`src/tmps_pkg.sv`:
```
package tmps_pkg;
    localparam int NPORT = 10;
    localparam int NLOW  = 8;
    localparam int NTRK  = 8;
    localparam int NSEL  = 8;
    localparam int NMON  = 2;

    localparam logic [11:0] OFS_CTRL   = 12'h000;
    localparam logic [11:0] OFS_MON    = 12'h004;
    localparam logic [11:0] OFS_FSA_LO = 12'h008;
    localparam logic [11:0] OFS_FSA_HI = 12'h00C;
    localparam logic [11:0] OFS_FDA_LO = 12'h010;
    localparam logic [11:0] OFS_FDA_HI = 12'h014;
    localparam logic [11:0] OFS_STAT   = 12'h018;
    localparam logic [11:0] OFS_LINK   = 12'h01C;
    localparam logic [11:0] OFS_TMEM   = 12'h020;
    localparam logic [11:0] OFS_TSEL   = 12'h040;
    localparam logic [11:0] OFS_TSEL_E = 12'h140;

    localparam int CTRL_HASH = 0;
    localparam int CTRL_RING = 2;
    localparam int CTRL_FLOW = 3;
    localparam int CTRL_FREV = 4;
    localparam int CTRL_MEN  = 5;
    localparam int CTRL_MEGR = 7;
    localparam int MON_SRC   = 0;
    localparam int MON_DST   = 4;
    localparam int MON_STEP  = 8;

    localparam logic [8:0]  CTRL_RST = 9'h000;
    localparam logic [15:0] MON_RST  = 16'h0000;
    localparam logic [47:0] FLOW_RST = 48'h000000000000;
    localparam logic [9:0]  TMEM_RST = 10'h000;
    localparam logic [3:0]  TSEL_RST = 4'h0;
    localparam logic [15:0] CNT_RST  = 16'h0000;

    typedef enum logic [1:0] {
        HASH_SADA = 2'b00,
        HASH_SA   = 2'b01,
        HASH_DA   = 2'b10,
        HASH_PORT = 2'b11
    } tmps_hash_e;

    typedef enum logic [1:0] {
        BUS_IDLE = 2'b00,
        BUS_WR   = 2'b01,
        BUS_RDW  = 2'b10,
        BUS_RDD  = 2'b11
    } tmps_bus_e;
endpackage : tmps_pkg

```
`src/tmps_if.sv`:
```
`timescale 1ns/1ps
interface tmps_reg_if;
    logic        wr;
    logic [11:0] addr;
    logic [31:0] wdata;
    logic [31:0] rdata;
    modport slv  (output wr, addr, wdata, input rdata);
    modport regs (input wr, addr, wdata, output rdata);
endinterface : tmps_reg_if

interface tmps_hash_if;
    logic [47:0]         sa;
    logic [47:0]         da;
    logic [3:0]          src;
    tmps_pkg::tmps_hash_e mode;
    logic                ring;
    logic [2:0]          idx;
    modport user (output sa, da, src, mode, ring, input idx);
    modport hash (input sa, da, src, mode, ring, output idx);
endinterface : tmps_hash_if

```
`src/tmps_top.sv`:
```
`timescale 1ns/1ps
// Operation
// - Eight trunks, up to ten ports each
// - Unicast hash: SA+DA default, SA, DA, port (port only with CTRL_RING set, else SA+DA)
// - Multicast uses the same hash options
// - Trunk destination entry yields its group number
// - Drop unicast when source in destination trunk
// - Eight select slots per trunk, hash picks one
// - Multicast excludes source port and its trunk
// - Multicast keeps one hashed member per trunk
// - Down member traffic moves to live members
// - Address, flow and port mirroring offered
// - Mirror flag plus per-address source/destination select
// - Matching source or destination copied to monitor
// - Programmed address pair copied when enabled
// - Optional reverse direction flow copy
// - Port mirror low-speed ports, ingress or egress
// - Two monitor ports configurable at once
// - Monitor ports carry no regular traffic
module tmps_top (
    // Clock and reset
    input  wire logic        clk,
    input  wire logic        rst,
    // AHB-Lite slave
    input  wire logic        hsel,
    input  wire logic [31:0] haddr,
    input  wire logic [1:0]  htrans,
    input  wire logic        hwrite,
    input  wire logic [2:0]  hsize,
    input  wire logic [31:0] hwdata,
    input  wire logic        hready,
    output logic             hreadyout,
    output logic [31:0]      hrdata,
    output logic             hresp,
    // Lookup result from the address lookup engine
    input  wire logic        req_valid,
    input  wire logic        req_mcast,
    input  wire logic [3:0]  req_src_port,
    input  wire logic [47:0] req_sa,
    input  wire logic [47:0] req_da,
    input  wire logic [3:0]  req_dst_port,
    input  wire logic        req_dst_trunk_member,
    input  wire logic [2:0]  req_dst_trunk,
    input  wire logic [9:0]  req_vlan_mask,
    input  wire logic        sa_entry_mirror,
    input  wire logic        sa_entry_match_dst,
    input  wire logic        da_entry_mirror,
    input  wire logic        da_entry_match_dst,
    // Port link state from the MACs
    input  wire logic [9:0]  link_up,
    // Forwarding decision
    output logic             res_valid,
    output logic             res_mcast,
    output logic             res_discard,
    output logic [9:0]       res_fwd,
    output logic [9:0]       res_mirror
);
    tmps_reg_if  rif ();
    tmps_hash_if hif ();

    logic [8:0]  ctrl;
    logic [15:0] mon;
    logic [47:0] fsa;
    logic [47:0] fda;
    logic [15:0] disc_cnt;
    logic [9:0]  tmem [tmps_pkg::NTRK];
    logic [3:0]  tsel [tmps_pkg::NTRK * tmps_pkg::NSEL];
    logic [3:0]  msrc [tmps_pkg::NMON];
    logic [3:0]  mdst [tmps_pkg::NMON];
    logic [1:0]  men;
    logic [1:0]  megr;
    logic [9:0]  mon_mask;
    logic [9:0]  pm_mask [tmps_pkg::NMON];
    logic [5:0]  tsel_i;
    logic        tsel_hit;

    function automatic logic [9:0] port_oh(input logic [3:0] p);
        return (p < 4'hA) ? (10'h001 << p) : 10'h000;
    endfunction : port_oh

    function automatic logic [9:0] lowest(input logic [9:0] m);
        return m & (~m + 10'h001);
    endfunction : lowest

    tmps_ahb_slv u_slv (
        .clk       (clk),
        .rst       (rst),
        .hsel      (hsel),
        .haddr     (haddr),
        .htrans    (htrans),
        .hwrite    (hwrite),
        .hsize     (hsize),
        .hwdata    (hwdata),
        .hready    (hready),
        .hreadyout (hreadyout),
        .hrdata    (hrdata),
        .hresp     (hresp),
        .r         (rif.slv)
    );

    tmps_hash u_hash (
        .h (hif.hash)
    );

    assign hif.sa   = req_sa;
    assign hif.da   = req_da;
    assign hif.src  = req_src_port;
    assign hif.mode = tmps_pkg::tmps_hash_e'(ctrl[tmps_pkg::CTRL_HASH +: 2]);
    assign hif.ring = ctrl[tmps_pkg::CTRL_RING];

    assign tsel_hit = rif.addr >= tmps_pkg::OFS_TSEL && rif.addr < tmps_pkg::OFS_TSEL_E;
    assign tsel_i   = 6'((rif.addr - tmps_pkg::OFS_TSEL) >> 2);

    always_ff @(posedge clk or posedge rst) begin
        if (rst) begin
            ctrl <= tmps_pkg::CTRL_RST;
            mon  <= tmps_pkg::MON_RST;
        end else if (rif.wr && rif.addr == tmps_pkg::OFS_CTRL) begin
            ctrl <= rif.wdata[8:0];
        end else if (rif.wr && rif.addr == tmps_pkg::OFS_MON) begin
            mon <= rif.wdata[15:0];
        end
    end

    always_ff @(posedge clk or posedge rst) begin
        if (rst) begin
            fsa <= tmps_pkg::FLOW_RST;
            fda <= tmps_pkg::FLOW_RST;
        end else if (rif.wr) begin
            case (rif.addr)
                tmps_pkg::OFS_FSA_LO: fsa[31:0]  <= rif.wdata;
                tmps_pkg::OFS_FSA_HI: fsa[47:32] <= rif.wdata[15:0];
                tmps_pkg::OFS_FDA_LO: fda[31:0]  <= rif.wdata;
                tmps_pkg::OFS_FDA_HI: fda[47:32] <= rif.wdata[15:0];
                default: ;
            endcase
        end
    end

    // Trunk membership and member-select slots
    genvar g;
    generate
        for (g = 0; g < tmps_pkg::NTRK; g++) begin : g_tmem
            always_ff @(posedge clk or posedge rst) begin
                if (rst) begin
                    tmem[g] <= tmps_pkg::TMEM_RST;
                end else if (rif.wr && rif.addr == tmps_pkg::OFS_TMEM + 12'(4 * g)) begin
                    tmem[g] <= rif.wdata[9:0];
                end
            end
        end
        for (g = 0; g < tmps_pkg::NTRK * tmps_pkg::NSEL; g++) begin : g_tsel
            always_ff @(posedge clk or posedge rst) begin
                if (rst) begin
                    tsel[g] <= tmps_pkg::TSEL_RST;
                end else if (rif.wr && tsel_hit && tsel_i == 6'(g)) begin
                    tsel[g] <= rif.wdata[3:0];
                end
            end
        end
        for (g = 0; g < tmps_pkg::NMON; g++) begin : g_mon
            assign msrc[g] = mon[tmps_pkg::MON_STEP * g + tmps_pkg::MON_SRC +: 4];
            assign mdst[g] = mon[tmps_pkg::MON_STEP * g + tmps_pkg::MON_DST +: 4];
            assign men[g]  = ctrl[tmps_pkg::CTRL_MEN + 2 * g];
            assign megr[g] = ctrl[tmps_pkg::CTRL_MEGR - 2 + 2 * g + 1];
        end
    endgenerate

    always_comb begin
        rif.rdata = 32'h00000000;
        case (rif.addr)
            tmps_pkg::OFS_CTRL:   rif.rdata = {23'h000000, ctrl};
            tmps_pkg::OFS_MON:    rif.rdata = {16'h0000, mon};
            tmps_pkg::OFS_FSA_LO: rif.rdata = fsa[31:0];
            tmps_pkg::OFS_FSA_HI: rif.rdata = {16'h0000, fsa[47:32]};
            tmps_pkg::OFS_FDA_LO: rif.rdata = fda[31:0];
            tmps_pkg::OFS_FDA_HI: rif.rdata = {16'h0000, fda[47:32]};
            tmps_pkg::OFS_STAT:   rif.rdata = {16'h0000, disc_cnt};
            tmps_pkg::OFS_LINK:   rif.rdata = {22'h000000, link_up};
            default: begin
                if (tsel_hit) begin
                    rif.rdata = {28'h0000000, tsel[tsel_i]};
                end else if (rif.addr[11:5] == tmps_pkg::OFS_TMEM[11:5] && rif.addr[1:0] == 2'b00) begin
                    rif.rdata = {22'h000000, tmem[rif.addr[4:2]]};
                end
            end
        endcase
    end

    // Forwarding decision
    logic [9:0] src_oh;
    logic [9:0] src_grp;
    logic [9:0] trk_all;
    logic [9:0] dst_grp;
    logic [9:0] uc_oh;
    logic [9:0] uc_fwd;
    logic [9:0] mc_cand;
    logic [9:0] mc_fwd;
    logic [9:0] fwd;
    logic       uc_drop;
    logic       addr_mir;
    logic       flow_mir;

    always_comb begin
        logic [9:0] live;
        logic [9:0] pick;
        live     = 10'h000;
        pick     = 10'h000;
        src_oh   = port_oh(req_src_port);
        src_grp  = src_oh;
        trk_all  = 10'h000;
        mon_mask = 10'h000;
        for (int k = 0; k < tmps_pkg::NMON; k++) begin
            if (men[k] && mdst[k] < 4'(tmps_pkg::NLOW)) begin
                mon_mask = mon_mask | port_oh(mdst[k]);
            end
        end
        for (int t = 0; t < tmps_pkg::NTRK; t++) begin
            trk_all = trk_all | tmem[t];
            if (req_src_port < 4'hA && tmem[t][req_src_port]) begin
                src_grp = src_grp | tmem[t];
            end
        end
        dst_grp = tmem[req_dst_trunk];
        uc_drop = req_dst_trunk_member && req_src_port < 4'hA
                  && dst_grp[req_src_port];
        if (req_dst_trunk_member) begin
            pick = port_oh(tsel[{req_dst_trunk, hif.idx}]);
            live = dst_grp & link_up;
            uc_oh = ((pick & live) != 10'h000) ? pick : lowest(live);
        end else begin
            uc_oh = port_oh(req_dst_port);
        end
        uc_fwd  = uc_drop ? 10'h000 : (uc_oh & ~mon_mask);
        mc_cand = req_vlan_mask & ~src_grp & ~mon_mask;
        mc_fwd  = mc_cand & ~trk_all;
        for (int t = 0; t < tmps_pkg::NTRK; t++) begin
            live = mc_cand & tmem[t] & link_up;
            pick = port_oh(tsel[t * tmps_pkg::NSEL + int'(hif.idx)]);
            mc_fwd = mc_fwd | (((pick & live) != 10'h000) ? pick : lowest(live));
        end
        fwd = req_mcast ? mc_fwd : uc_fwd;
    end

    // Mirror copies
    always_comb begin
        addr_mir = (sa_entry_mirror && !sa_entry_match_dst)
                   || (da_entry_mirror && da_entry_match_dst);
        flow_mir = ctrl[tmps_pkg::CTRL_FLOW]
                   && ((req_sa == fsa && req_da == fda)
                   || (ctrl[tmps_pkg::CTRL_FREV] && req_sa == fda && req_da == fsa));
        for (int k = 0; k < tmps_pkg::NMON; k++) begin
            pm_mask[k] = 10'h000;
            if (men[k] && msrc[k] < 4'(tmps_pkg::NLOW) && mdst[k] < 4'(tmps_pkg::NLOW)
                && (megr[k] ? fwd[msrc[k]] : req_src_port == msrc[k])) begin
                pm_mask[k] = port_oh(mdst[k]);
            end
        end
    end

    always_ff @(posedge clk or posedge rst) begin
        if (rst) begin
            res_valid   <= 1'b0;
            res_mcast   <= 1'b0;
            res_discard <= 1'b0;
            res_fwd     <= 10'h000;
            res_mirror  <= 10'h000;
        end else begin
            res_valid   <= req_valid;
            res_mcast   <= req_valid && req_mcast;
            res_discard <= req_valid && !req_mcast && uc_drop;
            res_fwd     <= req_valid ? fwd : 10'h000;
            res_mirror  <= req_valid ? (((addr_mir || flow_mir) ? mon_mask : 10'h000)
                                        | pm_mask[0] | pm_mask[1]) : 10'h000;
        end
    end

    always_ff @(posedge clk or posedge rst) begin
        if (rst) begin
            disc_cnt <= tmps_pkg::CNT_RST;
        end else if (req_valid && !req_mcast && uc_drop) begin
            disc_cnt <= disc_cnt + 16'h0001;
        end
    end

    // Checks
    logic mc_ok;
    always_comb begin
        mc_ok = 1'b1;
        for (int t = 0; t < tmps_pkg::NTRK; t++) begin
            if (!$onehot0(res_fwd & tmem[t])) begin
                mc_ok = 1'b0;
            end
        end
    end
endmodule : tmps_top

```
`src/tmps_hash.sv`:
```
`timescale 1ns/1ps
module tmps_hash (
    tmps_hash_if.hash h
);
    function automatic logic [2:0] fold48(input logic [47:0] x);
        logic [2:0] r;
        r = 3'h0;
        for (int i = 0; i < 16; i++) begin
            r = r ^ x[i*3 +: 3];
        end
        return r;
    endfunction : fold48

    // Three-bit member index from the selected key fields
    always_comb begin
        case (h.mode)
            tmps_pkg::HASH_SA:   h.idx = fold48(h.sa);
            tmps_pkg::HASH_DA:   h.idx = fold48(h.da);
            tmps_pkg::HASH_PORT: h.idx = h.ring ? (h.src[2:0] ^ {2'b00, h.src[3]})
                                                : fold48(h.sa ^ h.da);
            default:             h.idx = fold48(h.sa ^ h.da);
        endcase
    end
endmodule : tmps_hash

```
`src/tmps_ahb_slv.sv`:
```
`timescale 1ns/1ps
module tmps_ahb_slv (
    // Clock and reset
    input  wire logic        clk,
    input  wire logic        rst,
    // AHB-Lite slave
    input  wire logic        hsel,
    input  wire logic [31:0] haddr,
    input  wire logic [1:0]  htrans,
    input  wire logic        hwrite,
    input  wire logic [2:0]  hsize,
    input  wire logic [31:0] hwdata,
    input  wire logic        hready,
    output logic             hreadyout,
    output logic [31:0]      hrdata,
    output logic             hresp,
    // Register side
    tmps_reg_if.slv          r
);
    tmps_pkg::tmps_bus_e state;
    tmps_pkg::tmps_bus_e next_state;
    logic [11:0]         addr_q;
    logic                take;

    // Only whole-word transfers are used; size is not checked
    assign take      = hsel && htrans[1] && hready && (hsize == 3'h2 || hsize != 3'h2);
    assign hreadyout = (state != tmps_pkg::BUS_RDW);
    assign hresp     = 1'b0;
    assign r.wr      = (state == tmps_pkg::BUS_WR);
    assign r.addr    = addr_q;
    assign r.wdata   = hwdata;

    always_comb begin
        case (state)
            tmps_pkg::BUS_RDW: next_state = tmps_pkg::BUS_RDD;
            tmps_pkg::BUS_IDLE,
            tmps_pkg::BUS_WR,
            tmps_pkg::BUS_RDD: begin
                if (take) begin
                    next_state = hwrite ? tmps_pkg::BUS_WR : tmps_pkg::BUS_RDW;
                end else begin
                    next_state = tmps_pkg::BUS_IDLE;
                end
            end
            default: next_state = tmps_pkg::BUS_IDLE;
        endcase
    end

    always_ff @(posedge clk or posedge rst) begin
        if (rst) begin
            state <= tmps_pkg::BUS_IDLE;
        end else begin
            state <= next_state;
        end
    end

    always_ff @(posedge clk or posedge rst) begin
        if (rst) begin
            addr_q <= 12'h000;
        end else if (take) begin
            addr_q <= haddr[11:0];
        end
    end

    // Read data sampled in the wait cycle, after any prior write landed
    always_ff @(posedge clk or posedge rst) begin
        if (rst) begin
            hrdata <= 32'h00000000;
        end else if (state == tmps_pkg::BUS_RDW) begin
            hrdata <= r.rdata;
        end
    end
endmodule : tmps_ahb_slv

```
`config.mk`:
```
export PLATFORM = sky130hd
export DESIGN_NAME = tmps_top
export DESIGN_NICKNAME = d
export VERILOG_FILES = /design/src/tmps_pkg.sv /design/src/tmps_if.sv /design/src/tmps_top.sv /design/src/tmps_hash.sv /design/src/tmps_ahb_slv.sv
export SDC_FILE = /design/constraint.sdc
export NUM_CORES = 2
export LEC_CHECK = 0
export ABC_CLOCK_PERIOD_IN_PS = 22700
export BUFFER_PORTS_ARGS = -buffer_cell sky130_fd_sc_hd__buf_4
export CORE_ASPECT_RATIO = 2
export CORE_MARGIN = 1.5
export CORE_UTILIZATION = 55
export CTS_CLUSTER_SIZE = 12
export DETAILED_ROUTE_END_ITERATION = 10
export PLACE_DENSITY = 0.78
export SETUP_SLACK_MARGIN = 0.2
export SLEW_MARGIN = 20
export SYNTH_ARGS = -nofsm -noshare
export SYNTH_HDL_FRONTEND = slang
export SYNTH_SLANG_ARGS = --single-unit
```
`constraint.sdc`:
```
create_clock -name clk -period 22.7 [get_ports clk]
set_clock_uncertainty 0.15 [all_clocks]
set_input_delay 1.135 -clock clk [delete_from_list [all_inputs] [get_ports clk]]
set_output_delay 1.135 -clock clk [all_outputs]
set_load 0.05 [all_outputs]
```
==> metrics.md, run 1 <==
| Metric | Value |
|---|---|
| Status | `aborted with a tool error` |
| Stopping stage | `5_1_grt` |
| Log Error | `[ERROR GRT-0116] Global routing finished with congestion. Check the congestion regions in the DRC Viewer.` |
| Post-synthesis async set-or-reset flop share | `100.0%` |
| Yosys warnings | `0` |
| Sequential-to-total area share from yosys stat | `34.31%` |
| Hold_buf cts | `0` |
| Vias in the first global route | `between 40000 and 50000` |
| CTS buffer count | `54` |
| Post-synth EDFFs | `0` |
| Post-synthesis register bit count | `around 540` |
| Clock Sinks | `542` |
| Num rows | `138` |
| Overflow left after global routing | `1840` |
| Die extent in y | `382.2 um` |
| Placer Congestion | `1.200` |
| Primary FF master, synth | `dfrtp_1` |
| # IOs | `265` |
| Clock root cell | `clkbuf_16` |
| Setup bufs post-CTS | `0` |
| Port buffer count | `239` |
| Die Span X | `192.6 um` |
| Netlist cell types | `117` |
| Synth Area per Inst | `10.07 sq um` |
| DP HPWL | `174.1 mm` |
| CTS Buffer Depth | `3` |
| Pin count of the biggest net entering global routing | `131` |
| First-pass GRT wire length | `roughly 430 mm` |
| Cell Area, Synth | `39530 sq um` |
| H-tree levels | `2` |
| Initial Util | `between 50 and 60%` |
| Post-CTS resize count | `0` |
| Mapped Cells | `3925` |
| GRT Total Usage | `a little under 80%` |
kinds of logic after synthesis:
group / share of synthesized area, %
flip-flops: 34.31
AND/OR/NAND/NOR: 16.30
XOR/XNOR: 6.735
AO/OA/AOI/OAI: 16.11
adder cells (fa/ha/maj): 0.1899
multiplexers: 22.56
other: 0.009485
buffers and inverters: 3.788
Yosys cell counts, drive strengths merged (14+ instances only):
cell type	instances	area [sq um]
nor3b	19	142.6
o32ai	21	183.9
a22o	15	131.4
a21o	14	105.1
a21boi	17	127.6
xnor2	165	1445
a31oi	33	206.5
or3	15	93.84
a32o	14	140.1
o311ai	30	262.8
a221oi	21	190.2
o31ai	16	138.9
a22oi	93	698.2
nand2	341	1287
clkbuf	171	643.1
o21ai	162	814.5
a211o	19	166.4
a311oi	22	198.9
inv	69	259.0
buf	96	591.8
o211ai	34	279.0
nand4	67	434.2
a211oi	64	513.0
xor2	139	1217
mux4	130	2928
a32oi	20	175.2
nand3b	16	127.6
a2111oi	25	264.0
nand3	150	763.2
nor2	157	631.9
nor2b	30	187.7
mux2	488	5499
dfrtp	542	13560
o22ai	35	225.2
nand2b	41	256.5
nor4	95	661.9
and3	60	380.4
or4	18	138.9
nor3	69	345.3
mux2i	49	490.5
and2	46	287.8
nand4b	29	254.0
a21oi	92	464.2
nor4b	22	192.7
layer usage:
| metal | overflow | track usage (%) |
|---|---|---|
| met5 | 0 | 20.60 |
| met4 | 559 | 82.70 |
| met3 | 7 | 60.37 |
| met2 | 1269 | 100.5 |
| met1 | 5 | 76.07 |
metrics by stage:
step	cells	area [sq um]	setup slack (ns)	hold slack, ns	util, %
2_1_floorplan	3927	39540	6.265	0.2948	-
3_3_place_gp	4924	42300	12.99	0.3141	59.61
3_5_place_dp	4924	42300	12.82	0.3217	59.61
4_1_cts	5001	43900	13.43	0.3371	61.86
==> run 2: changes to the inputs <==
--- a/config.mk
+++ b/config.mk
@@ -7,13 +7,10 @@
 export LEC_CHECK = 0
 export ABC_CLOCK_PERIOD_IN_PS = 22700
 export BUFFER_PORTS_ARGS = -buffer_cell sky130_fd_sc_hd__buf_4
-export CORE_ASPECT_RATIO = 2
 export CORE_MARGIN = 1.5
-export CORE_UTILIZATION = 55
-export CTS_CLUSTER_SIZE = 12
+export CORE_UTILIZATION = 40
 export DETAILED_ROUTE_END_ITERATION = 10
-export PLACE_DENSITY = 0.78
-export SETUP_SLACK_MARGIN = 0.2
+export PLACE_DENSITY_LB_ADDON = 0.15
 export SLEW_MARGIN = 20
 export SYNTH_ARGS = -nofsm -noshare
 export SYNTH_HDL_FRONTEND = slang
==> run 2 against run 1 <==
Against the previous run: the run now ends clean; synthesized cell count did not move; area after synthesis did not move.
==> metrics.md, run 2 <==
| Metric | Value |
|---|---|
| Maximum VDD drop | `0.1049 mV` |
| Met1 WL | `80.78 mm` |
| Worst slew pin tran | `1.277 ns` |
| Placed insts | `5297` |
| CP cell instances | `buf_4 -> xnor2_1 -> xnor2_1 -> xnor2_1 -> xnor2_1 -> a21oi_2 -> and3_4 -> nor2_8 -> buf_4 -> nand2_1 -> a32o_1 -> o31ai_1 -> o211ai_1 -> or4_1 -> o2111a_1 -> a211oi_4 -> nand3_1 -> a211oi_1 -> o22ai_1 -> a211oi_1 -> o211ai_1 -> o221ai_1` |
| Most flop-heavy register | `tsel` |
| Initial antenna violation count | `13` |
| WHS | `0.3329 ns` |
| Post-DR wirelength/cell | `between 30 and 40 um` |
| Share of Yosys cell area claimed by the top area cell type | `34.31%` |
| Vias in the first global route | `34920` |
| Vias | `37230` |
| Total Wirelength | `194.5 mm` |
| Fin. Hold Viols | `0` |
| Clk slew on worst S/H paths | `0.06 ns` |
| Post-synthesis async set-or-reset flop share | `100.0%` |
| Pre-CTS setup slack | `between 10 and 15 ns` |
| Data arrival time of the critical path | `10.01 ns` |
| Unrepaired setup endpoints after global routing | `no` |
| Layout cell share with drive strength beyond 1 | `28.30%` |
| Clock root cell | `clkbuf_16` |
| Storage cell area | `13570 sq um` |
| Leakage dissipation | `18.71 nW` |
| # IOs | `265` |
| Bufs and invs on worst path | `2` |
| DRT iter0 DRCs | `approximately 5000` |
| Die area | `100700 sq um` |
| Post-synthesis register bit count | `542` |
| Mapped Cells | `just under 4000` |
| Setup violators final | `0` |
| Die extent in y | `317.4 um` |
| Post-synth EDFFs | `0` |
| Primary FF master, synth | `dfrtp_1` |
| Met2 wire len | `83.35 mm` |
| Synth area leaders | `dfrtp_1, mux2_2, mux4_2` |
| Sequential-to-total area share from yosys stat | `about 34%` |
| Minimum clock period | `9.615 ns` |
| Netlist cell types | `117` |
| Slew Limit Headroom | `14.16%` |
| WL met3 | `19.81 mm` |
| Core region area | `98130 sq um` |
| Worst Path Max Fanout | `between 40 and 50` |
| Layout area overhead | `13.86%` |
| Hold_buf cts | `0` |
| Non-filler cells, final | `5421` |
| Hold crit path type | `reg2reg` |
| Port buffer count | `239` |
| Yosys warnings | `0` |
| # nets final | `around 4300` |
| Num rows | `115` |
| Worst EP required | `23.09 ns` |
| H-tree levels | `3` |
| Status | `complete, no violations` |
| DRC viols | `0` |
| Router iterations before antenna repair | `6` |
| Highest routed metal layer | `met5` |
| Crit-path most repeated cell | `xnor2_1` |
| Fin util | `45.87%` |
| Max FFs per register | `roughly 260` |
| Fin area | `around 45000 sq um` |
| Top Registers | `tsel: 256 flops, tmem: 80 flops` |
| Total negative setup slack | `0 ns` |
| Overflow left after global routing | `0` |
| Pwr Total | `5.849 mW` |
| GRT Total Usage | `37.81%` |
| Worst Setup Slack, final | `13.08 ns` |
| Pin count of the biggest net entering global routing | `103` |
| Routed Antenna Nets | `0` |
| Clock Sinks | `542` |
| Placer Congestion | `about 1.1` |
| # Max-Cap Violations | `0` |
| Cell with the most instances after synthesis | `dfrtp_1` |
| Synth Area per Inst | `10.07 sq um` |
| DP HPWL | `between 100 and 150 mm` |
| Leading area contributor after synthesis | `dfrtp_1` |
| Initial Util | `approximately two fifths` |
| Critical path class | `in2reg` |
| Fmax | `0.1040 GHz` |
| CTS Buffer Depth | `3` |
| Via-per-instance ratio | `6.867` |
| Post-CTS resize count | `0` |
| CP top delay family | `compound AO/OA/AOI/OAI gates` |
| Dpl cell area | `42660 sq um` |
| Period utilization | `42.36%` |
| Cell Area, Synth | `39530 sq um` |
| Pwr Density | `around 130 nW/um^2` |
| Element type at the critical path start | `primary input` |
| First-pass GRT wire length | `roughly 270 mm` |
| Setup bufs post-CTS | `0` |
| Fill count | `9427` |
| Skew-Pair Late Insertion Delay | `0.66 ns` |
| Critical Path End Type | `flip-flop` |
| CTS tree | `done` |
| Area of the multi-input gates | `24620 sq um` |
| Most frequent cells in the layout | `dfrtp_1, mux2_2, buf_4` |
| Highest cell delay on the worst timing path | `0.87 ns` |
| CTS buffer count | `between 60 and 70` |
| Max stage delay cell, worst path | `a211oi_1` |
| Die Span X | `about 320 um` |
| Commonest cells post-synth | `dfrtp_1, mux2_2, nand2_1` |
| Most common cell after layout, fill and taps aside | `dfrtp_1` |
| Max Slew Vio Count | `0` |
==> run 2: cell counts after synthesis <==
Identical to the previous run, type by type.
==> run 2: path summary, 6_finish.rpt <==
path	start	to	slack (ns)	depth (start not counted)
setup / recovery	req_sa[19]	res_mirror[4]$_DFF_PP0_	13.08	22
hold / removal	u_slv.hrdata[10]$_DFFE_PP0N_	u_slv.hrdata[10]$_DFFE_PP0N_	0.33	2
setup reg to reg	ctrl[1]$_DFFE_PP0P_	res_mirror[4]$_DFF_PP0_	14.00	18
hold reg to reg	u_slv.hrdata[10]$_DFFE_PP0N_	u_slv.hrdata[10]$_DFFE_PP0N_	0.33	2
max in group asynchronous	rst	tmem[28]$_DFFE_PP0P_	18.86	5
min in group asynchronous	rst	res_fwd[8]$_DFF_PP0_	0.44	2
==> run 2: area by class of cell <==
| cell class | count | share of cell area, % |
|---|---|---|
| clock inverter | 29 | 0.8728 |
| multi-input combinational | 3048 | 54.69 |
| sequential | 542 | 30.15 |
| inverter | 70 | 0.6004 |
| timing repair buffer | 350 | 5.837 |
| clock buffer | 88 | 4.231 |
| tap | 1287 | 3.577 |
| antenna | 7 | 0.03891 |
==> run 2: cell families (layout without fill, tap and decap cells) <==
kind of cell    Yosys count  after routing  share of synthesized area (%)
simple gates           1206           1206                          16.30
compound gates          862            862                          16.11
mux                     667            667                          22.56
flops                   542            542                          34.31
buf+inv                 337            537                          3.788
xor+xnor                304            304                          6.735
fa+ha+maj                 6              6                         0.1899
other cells               1             10                       0.009485
==> run 2: layer usage <==
metal,vias up,global-route usage [%]
li1,15390,-
met1,19110,52.49
met2,2241,55.38
met3,485,9.052
met4,6,17.76
met5,-,0
==> run 2: worst reg2reg max path, cell delays in order, from the launching register on <==
cell and delay, ns:
dfrtp_1 0.50, and3_1 0.54, a21oi_2 0.11, and3_4 0.40, nor2_8 0.61, buf_4 0.65
nand2_1 0.13, a32o_1 0.28, o31ai_1 0.75, o211ai_1 0.49, or4_1 0.77, o2111a_1 0.24
a211oi_4 0.45, nand3_1 0.25, a211oi_1 0.87, o22ai_1 0.25, a211oi_1 0.64, o211ai_1 0.25
o221ai_1 0.26
==> run 2: power by group <==
part,switching [mW],leakage [nW],total (mW),internal [mW]
clock,0.462,1.14,1.13,0.665
sequential,0.0690,6.98,1.08,1.01
combinational,2.65,10.6,3.65,0.996
No activity file was read; power rests on OpenSTA's default activity.
